[config.mk]
export PLATFORM = sky130hd
export DESIGN_NAME = ncpo_regs
export DESIGN_NICKNAME = d
export VERILOG_FILES = /design/src/ncpo_pkg.sv /design/src/ncpo_regs.sv
export SDC_FILE = /design/constraint.sdc
export NUM_CORES = 1
export LEC_CHECK = 0
export BUFFER_PORTS_ARGS = -buffer_cell sky130_fd_sc_hd__buf_2
export CAP_MARGIN = 10
export CELL_PAD_IN_SITES_DETAIL_PLACEMENT = 1
export CELL_PAD_IN_SITES_GLOBAL_PLACEMENT = 2
export CORE_ASPECT_RATIO = 1.1
export CORE_MARGIN = 2
export CORE_UTILIZATION = 31
export CTS_CLUSTER_DIAMETER = 120
export DETAILED_ROUTE_END_ITERATION = 12
export PLACE_DENSITY_LB_ADDON = 0.1
export SLEW_MARGIN = 5
export SYNTH_ARGS = -nofsm -noshare
export SYNTH_HDL_FRONTEND = slang
export SYNTH_SLANG_ARGS = --single-unit
[constraint.sdc]
create_clock -name pclk -period 2.1 [get_ports pclk]
set_input_delay 0.42 -clock pclk [delete_from_list [all_inputs] [get_ports pclk]]
set_output_delay 0.42 -clock pclk [all_outputs]
set_load 0.02 [all_outputs]
[src/ncpo_pkg.sv]
// Package with register map, field layout and reset values of the network configuration bank.
package ncpo_pkg;
  // Object indices; the APB byte address is four times the index.
  localparam logic [15:0] IDX_PROG_CTRL = 16'h1f51;
  localparam logic [15:0] IDX_PROG_STAT = 16'h1f57;
  localparam logic [15:0] IDX_HW_ADDR = 16'h200f;
  localparam logic [15:0] IDX_NET_CFG = 16'h2010;
  localparam logic [15:0] IDX_STATIC_ADDR = 16'h2011;
  localparam logic [15:0] IDX_STATIC_MASK = 16'h2012;
  localparam logic [17:0] ADDR_PROG_CTRL = {IDX_PROG_CTRL, 2'b00};
  localparam logic [17:0] ADDR_PROG_STAT = {IDX_PROG_STAT, 2'b00};
  localparam logic [17:0] ADDR_HW_ADDR_LO = {IDX_HW_ADDR, 2'b00};
  localparam logic [17:0] ADDR_NET_CFG = {IDX_NET_CFG, 2'b00};
  localparam logic [17:0] ADDR_STATIC_ADDR = {IDX_STATIC_ADDR, 2'b00};
  localparam logic [17:0] ADDR_STATIC_MASK = {IDX_STATIC_MASK, 2'b00};
  localparam logic [17:0] ADDR_STAT_FW = 18'h00100;
  localparam logic [17:0] ADDR_STAT_USER = 18'h00104;
  localparam logic [17:0] ADDR_HW_ADDR_HI = 18'h00108;
  localparam logic [17:0] ADDR_RESTART = 18'h0010c;
  localparam logic [17:0] ADDR_ACTIVE = 18'h00110;
  // Field layout of the network configuration word.
  localparam int BIT_STATIC = 0;
  localparam int BIT_DHCP = 2;
  localparam int BIT_AUTO = 3;
  localparam int BIT_NAME_SVC = 5;
  localparam int BIT_MCAST_RES = 6;
  localparam logic [31:0] NET_CFG_WMASK = 32'h0000006d;
  // Reset values.
  localparam logic [7:0] ENTRY_COUNT = 8'h02;
  localparam logic [7:0] PROG_CTRL_RST = 8'h00;
  localparam logic [31:0] PROG_STAT_RST = 32'h00000000;
  localparam logic [47:0] HW_ADDR_RST = 48'h000000000000;
  localparam logic [31:0] NET_CFG_RST = 32'h0000006c;
  localparam logic [31:0] STATIC_ADDR_RST = 32'hc0a80792;
  localparam logic [31:0] STATIC_MASK_RST = 32'h0fffff00;
  localparam logic [31:0] ZERO_WORD = 32'h00000000;

  // Address assignment and name resolution in force since the last restart.
  typedef struct packed {
    logic static_enable;
    logic dhcp_enable;
    logic auto_enable;
    logic name_service_enable;
    logic multicast_name_resolution_enable;
    logic [31:0] address;
    logic [31:0] mask;
  } ncpo_net_active_t;
endpackage

[src/ncpo_regs.sv]
// APB register bank for program control/status and network configuration.
`timescale 1ns/1ps
`default_nettype none
// Notes on behaviour
// - Program control reports two entries and holds two writable bytes, firmware and user program, reset to zero.
// - Program status shows two read-only 32-bit progress words, firmware and user program, reset to zero.
// - The hardware address is a read-only string, not saved, reset to zero.
// - The network word is taken into use only at a restart; later writes wait for the next restart.
// - Bit 0 set selects the stored static address together with the stored mask.
// - Bit 2 set enables address assignment by a DHCP server.
// - Bit 3 set enables automatic link-local address assignment.
// - Bit 5 set enables the name service needed for hostname resolution.
// - Bit 6 set enables link-local multicast name resolution.
// - The network word is read/write and resets to 0000006c.
// - The static address holds four bytes, first in bits 31:24, read/write, reset c0a80792.
// - The static mask holds four bytes in the same order, read/write, reset 0fffff00.
module ncpo_regs (
  input wire logic pclk,
  input wire logic presetn,
  input wire logic psel,
  input wire logic penable,
  input wire logic pwrite,
  input wire logic [17:0] paddr,
  input wire logic [31:0] pwdata,
  input wire logic [3:0] pstrb,
  output logic [31:0] prdata,
  output logic pready,
  output logic pslverr,
  input wire logic [31:0] status_firmware_in,
  input wire logic [31:0] status_user_program_in,
  input wire logic [47:0] hw_address_in,
  output logic [7:0] control_firmware,
  output logic [7:0] control_user_program,
  output ncpo_pkg::ncpo_net_active_t net_active,
  output logic net_active_valid
);

  // --------------------------------------------------------------
  // Bus decode
  // --------------------------------------------------------------
  logic wr_en;
  logic rd_en;
  logic hit;
  logic [31:0] byte_mask;
  logic [31:0] rdata_mux;

  assign wr_en = psel & penable & pwrite;
  assign rd_en = psel & penable & ~pwrite;
  assign pready = 1'b1;
  assign byte_mask = {{8{pstrb[3]}}, {8{pstrb[2]}}, {8{pstrb[1]}}, {8{pstrb[0]}}};

  always_comb begin
    case (paddr)
      ncpo_pkg::ADDR_PROG_CTRL,
      ncpo_pkg::ADDR_PROG_STAT,
      ncpo_pkg::ADDR_HW_ADDR_LO,
      ncpo_pkg::ADDR_NET_CFG,
      ncpo_pkg::ADDR_STATIC_ADDR,
      ncpo_pkg::ADDR_STATIC_MASK,
      ncpo_pkg::ADDR_STAT_FW,
      ncpo_pkg::ADDR_STAT_USER,
      ncpo_pkg::ADDR_HW_ADDR_HI,
      ncpo_pkg::ADDR_RESTART,
      ncpo_pkg::ADDR_ACTIVE: hit = 1'b1;
      default: hit = 1'b0;
    endcase
  end

  assign pslverr = psel & penable & ~hit;

  // --------------------------------------------------------------
  // Program control and status
  // --------------------------------------------------------------
  logic [31:0] status_firmware;
  logic [31:0] status_user_program;
  logic [47:0] hw_address;

  always_ff @(posedge pclk or negedge presetn) begin
    if (!presetn) begin
      control_firmware <= ncpo_pkg::PROG_CTRL_RST;
      control_user_program <= ncpo_pkg::PROG_CTRL_RST;
    end else if (wr_en && paddr == ncpo_pkg::ADDR_PROG_CTRL) begin
      if (pstrb[1]) begin
        control_firmware <= pwdata[15:8];
      end
      if (pstrb[2]) begin
        control_user_program <= pwdata[23:16];
      end
    end
  end

  // Status words and the hardware address follow the programming logic; software cannot write them.
  always_ff @(posedge pclk or negedge presetn) begin
    if (!presetn) begin
      status_firmware <= ncpo_pkg::PROG_STAT_RST;
      status_user_program <= ncpo_pkg::PROG_STAT_RST;
      hw_address <= ncpo_pkg::HW_ADDR_RST;
    end else begin
      status_firmware <= status_firmware_in;
      status_user_program <= status_user_program_in;
      hw_address <= hw_address_in;
    end
  end

  // --------------------------------------------------------------
  // Network configuration words
  // --------------------------------------------------------------
  logic [31:0] net_cfg;
  logic [31:0] static_addr;
  logic [31:0] static_mask;
  logic [31:0] cfg_mask;

  assign cfg_mask = byte_mask & ncpo_pkg::NET_CFG_WMASK;

  always_ff @(posedge pclk or negedge presetn) begin
    if (!presetn) begin
      net_cfg <= ncpo_pkg::NET_CFG_RST;
    end else if (wr_en && paddr == ncpo_pkg::ADDR_NET_CFG) begin
      // Unassigned bits stay zero whatever is written.
      net_cfg <= (net_cfg & ~cfg_mask) | (pwdata & cfg_mask);
    end
  end

  always_ff @(posedge pclk or negedge presetn) begin
    if (!presetn) begin
      static_addr <= ncpo_pkg::STATIC_ADDR_RST;
    end else if (wr_en && paddr == ncpo_pkg::ADDR_STATIC_ADDR) begin
      static_addr <= (static_addr & ~byte_mask) | (pwdata & byte_mask);
    end
  end

  always_ff @(posedge pclk or negedge presetn) begin
    if (!presetn) begin
      static_mask <= ncpo_pkg::STATIC_MASK_RST;
    end else if (wr_en && paddr == ncpo_pkg::ADDR_STATIC_MASK) begin
      static_mask <= (static_mask & ~byte_mask) | (pwdata & byte_mask);
    end
  end

  // --------------------------------------------------------------
  // Restart capture
  // --------------------------------------------------------------
  // A restart is the release of reset or a write of bit 0 to the restart register.
  logic capture_pending;
  logic restart_write;

  assign restart_write = wr_en && paddr == ncpo_pkg::ADDR_RESTART && pstrb[0] && pwdata[0];

  always_ff @(posedge pclk or negedge presetn) begin
    if (!presetn) begin
      capture_pending <= 1'b1;
    end else begin
      capture_pending <= restart_write;
    end
  end

  // The live words are sampled once per restart; writes in between stay dormant.
  always_ff @(posedge pclk or negedge presetn) begin
    if (!presetn) begin
      net_active <= '0;
      net_active_valid <= 1'b0;
    end else if (capture_pending) begin
      net_active.static_enable <= net_cfg[ncpo_pkg::BIT_STATIC];
      net_active.dhcp_enable <= net_cfg[ncpo_pkg::BIT_DHCP];
      net_active.auto_enable <= net_cfg[ncpo_pkg::BIT_AUTO];
      net_active.name_service_enable <= net_cfg[ncpo_pkg::BIT_NAME_SVC];
      net_active.multicast_name_resolution_enable <= net_cfg[ncpo_pkg::BIT_MCAST_RES];
      // Static address and mask only apply when static assignment is chosen.
      net_active.address <= net_cfg[ncpo_pkg::BIT_STATIC] ? static_addr : ncpo_pkg::ZERO_WORD;
      net_active.mask <= net_cfg[ncpo_pkg::BIT_STATIC] ? static_mask : ncpo_pkg::ZERO_WORD;
      net_active_valid <= 1'b1;
    end
  end

  // --------------------------------------------------------------
  // Read data
  // --------------------------------------------------------------
  always_comb begin
    case (paddr)
      ncpo_pkg::ADDR_PROG_CTRL: rdata_mux = {8'h00, control_user_program, control_firmware, ncpo_pkg::ENTRY_COUNT};
      ncpo_pkg::ADDR_PROG_STAT: rdata_mux = {24'h000000, ncpo_pkg::ENTRY_COUNT};
      ncpo_pkg::ADDR_STAT_FW: rdata_mux = status_firmware;
      ncpo_pkg::ADDR_STAT_USER: rdata_mux = status_user_program;
      ncpo_pkg::ADDR_HW_ADDR_LO: rdata_mux = hw_address[31:0];
      ncpo_pkg::ADDR_HW_ADDR_HI: rdata_mux = {16'h0000, hw_address[47:32]};
      ncpo_pkg::ADDR_NET_CFG: rdata_mux = net_cfg;
      ncpo_pkg::ADDR_STATIC_ADDR: rdata_mux = static_addr;
      ncpo_pkg::ADDR_STATIC_MASK: rdata_mux = static_mask;
      ncpo_pkg::ADDR_ACTIVE: rdata_mux = {26'h0000000, net_active_valid,
                                          net_active.multicast_name_resolution_enable,
                                          net_active.name_service_enable, net_active.auto_enable,
                                          net_active.dhcp_enable, net_active.static_enable};
      default: rdata_mux = ncpo_pkg::ZERO_WORD;
    endcase
  end

  // Read data is registered in the setup cycle so it stands during the access phase.
  always_ff @(posedge pclk or negedge presetn) begin
    if (!presetn) begin
      prdata <= ncpo_pkg::ZERO_WORD;
    end else if (psel && !penable && !pwrite) begin
      prdata <= rdata_mux;
    end
  end
endmodule
`default_nettype wire

==> metrics.csv <==
stage,metric,value,unit
synthesis,combinational family with the most area after synthesis,compound AO/OA/AOI/OAI gates,
place,Place WS,-0.171,ns
global_routing,vias in the first global route,9966,
synthesis,Syn Inst Count,926,
floorplan,die span in x,190,um
timing,Tmin final,2.12,ns
timing,endpoints failing setup,1,
timing,Setup Skew,0.0129,ns
synthesis,compound-cell area share of the yosys netlist,0.116,
clocking,Max clock buf depth,3,
timing,setup TNS,-0.0217,ns
min_path,Hold/Removal Path Class,in2reg,
setup_path,Crit Path Class,in2out,
synthesis,number of flops mapped to enable cells by yosys,0,
timing,max-slew violation count,0,
synthesis,Adder-Cell Fraction of Synth Area,0,
drt,drt pass-1 iters,4,
power_and_ir_drop,Sw Pwr,3.11,mW
global_routing,GRT Total Usage,0.208,
global_routing,largest net degree at the start of global routing,67,
clocking,CTS buffer count,36,
synthesis,ys flop type,dfrtp_1,
drt,Vias,9155,
timing,worst hold margin,0.0252,ns
drt,Post-Route WL,40700,um
synthesis,Synth cell types,55,
clocking,Clock transition at path regs,0.05,ns
clocking,CTS tree,yes,
timing,f_max,0.471,GHz
final_layout,nets@finish,1548,
timing,RSZ-0062 raised after global routing,true,
global_routing,initial antenna violation count,5,
clocking,Root Buffer,clkbuf_16,
place,post-DP HPWL,29000,um
clocking,H-tree depth,2,
synthesis,"FFs w/ async S/R, synth",1.00,
synthesis,Seq cells post-synth,300,
setup_path,most frequent CP cell,buf_4,
floorplan,Ports,291,
place,Final Wtd Congestion,0.810,
synthesis,Synth Area in XOR/XNOR,0.000745,
final_layout,area growth from synthesis to final layout,42.2,%
clocking,Worst-Skew Late Latency,0.52,ns
floorplan,Core Region,0.0373,mm^2
final_layout,FILL cells,3991,
setup_path,WP data required,1.68,ns
synthesis,mux share of post-synthesis cell area,0.0988,
floorplan,die height,208,um
drt,Routed Antenna Nets,0,
setup_path,crit-path cells,"buf_2, nor3_1, nand2_1, nor4_2, buf_4, nor4_4, buf_4",
timing,Tcrit/Tclk final,1.01,
power_and_ir_drop,Max rail drop VDD,0.530,mV
drt,WL/cell,21.4,um
power_and_ir_drop,clock power share,0.471,
global_routing,first-pass GRT wire length,62000,um
run_status,violated checks,setup timing,
final_layout,most frequent cells in the layout,"buf_2, dfrtp_1, mux2_2, dlygate4sd3_1",
synthesis,Mapped Avg Cell Area,12.7,um^2
setup_path,CP max stage cell,nor4_2,
timing,"Worst Setup Slack, final",-0.0217,ns
global_routing,GRT overflow,0,
run_status,status,"complete, but fails checks",
setup_path,crit path max fanout,4,
power_and_ir_drop,Cell Int Power,10.4,mW
job,max_cap viols,0,
final_layout,share of layout cells above drive strength 1,0.427,
power_and_ir_drop,Power Density,807,mW/mm^2
clocking,clk sink count,300,
setup_path,CP endpoint kind,primary output,
drt,DRC viols,0,
synthesis,Yosys warnings,0,
final_layout,"commonest non-fill, non-tap cell in the layout",buf_2,
power_and_ir_drop,Pwr Total,13.5,mW
timing,normalized max-slew margin,0.493,
setup_path,crit-path max cell delay,0.33,ns
drt,Vias/cell,4.82,
floorplan,Initial Util,0.315,
timing,worst-margin pin slew,0.761,ns
synthesis,post-synthesis sequential area ratio,0.642,
power_and_ir_drop,sequential power share,0.451,
power_and_ir_drop,Gate power share,0.078,
synthesis,net count after synthesis,1097,
setup_path,arrival time worst endpoint,1.70,ns
power_and_ir_drop,Leak,7.79,nW
drt,initial DRC count,382,
floorplan,die area,0.0395,mm^2
power_and_ir_drop,Sw Share,0.230,
timing,Hold Fails Final Rpt,0,
synthesis,simple-gate share of the synthesized area,0.101,
setup_path,Critical Path Start Type,primary input,
place,# port buffers,289,
final_layout,Layout Utilization,0.448,
floorplan,row count,74,
synthesis,synthesized cell area,0.0118,mm^2
==> worst paths after layout <==
kind	depth (start not counted)	to	slack, ns	from
min	1	status_firmware[19]$_DFF_PN0_	0.03	status_firmware_in[19]
max in group asynchronous	3	capture_pending$_DFF_PN1_	1.02	presetn
min in group asynchronous	2	net_active[42]$_DFFE_PN0P_	0.38	presetn
max reg2reg	5	prdata[0]$_DFFE_PN0P_	0.54	flip-flop
min reg2reg	1	net_active_valid$_DFFE_PN0P_	0.50	net_active_valid$_DFFE_PN0P_
max	7	pslverr	-0.02	paddr[7]
==> per-layer routing <==
layer / GRT usage / routed length, um / part of all wire
met5: 0 / 56 / 0.0014
met4: 0.0553 / 923 / 0.023
met3: 0.0401 / 1940 / 0.048
met2: 0.328 / 18900 / 0.46
met1: 0.292 / 18900 / 0.46
==> critical path, delay by kind of cell <==
kind / cells / cell delay [ns]
AND/OR/NAND/NOR: 4 / 0.80
buffers and inverters: 3 / 0.48
==> kinds of logic (layout without fill, tap and decap cells) <==
family	after synthesis	count (layout)
buffers and inverters	117	596
other	1	2
AND/OR/NAND/NOR	196	196
multiplexers	103	103
XOR/XNOR	1	1
AO/OA/AOI/OAI	208	208
flip-flops	300	300
==> layout make-up <==
cell class,count,area (um^2),area share
clock inverters,10,164,0.00980
repair buffers,465,3230,0.193
flip-flops and latches,300,7560,0.452
diodes,1,2.50,0.000150
inverters,65,244,0.0146
well taps,494,618,0.0370
clock buffers,56,1050,0.0627
multi-input cells,509,3860,0.231
==> what timing repair did <==
action | 4_1_cts | 5_1_grt
setup endpoints to repair | 1 | 1
endpoints found under the hold margin | 106 | 4
pin swaps | 9 | 4
buffers inserted | 7 | 0
gates resized for setup | 19 | 6
hold buffers | 84 | 4
==> Yosys cell counts (12+ instances only) <==
master / number / area share
a22o_1: 12 / 0.0089
nand3_1: 74 / 0.031
a22oi_1: 49 / 0.031
a221oi_1: 19 / 0.014
o21ai_0: 73 / 0.031
nand2_1: 23 / 0.0073
mux2_2: 88 / 0.084
a31oi_1: 23 / 0.012
a21oi_1: 17 / 0.0072
dfrtp_1: 264 / 0.56
dfstp_2: 36 / 0.080
nor2_1: 45 / 0.014
inv_1: 65 / 0.021
clkbuf_1: 33 / 0.011
==> power by group through the flow <==
stage	registers, mW	logic [mW]	clock network, mW
4_1_cts	6.09	1.06	6.57
3_3_place_gp	6.18	0.914	0
3_5_place_dp	6.18	0.922	0
6_report	6.08	1.05	6.36
2_1_floorplan	6.29	0.201	0
5_1_grt	6.10	1.15	6.82
==> metrics by stage <==
| stage | instance area, um^2 | std cells |
|---|---|---|
| 2_1_floorplan | 11800 | 926 |
| 3_3_place_gp | 14500 | 1738 |
| 3_5_place_dp | 14500 | 1738 |
| 4_1_cts | 16600 | 1895 |
| 5_1_grt | 16700 | 1900 |
| 6_report | 16700 | 1900 |
(Power assumes the default switching activity.)
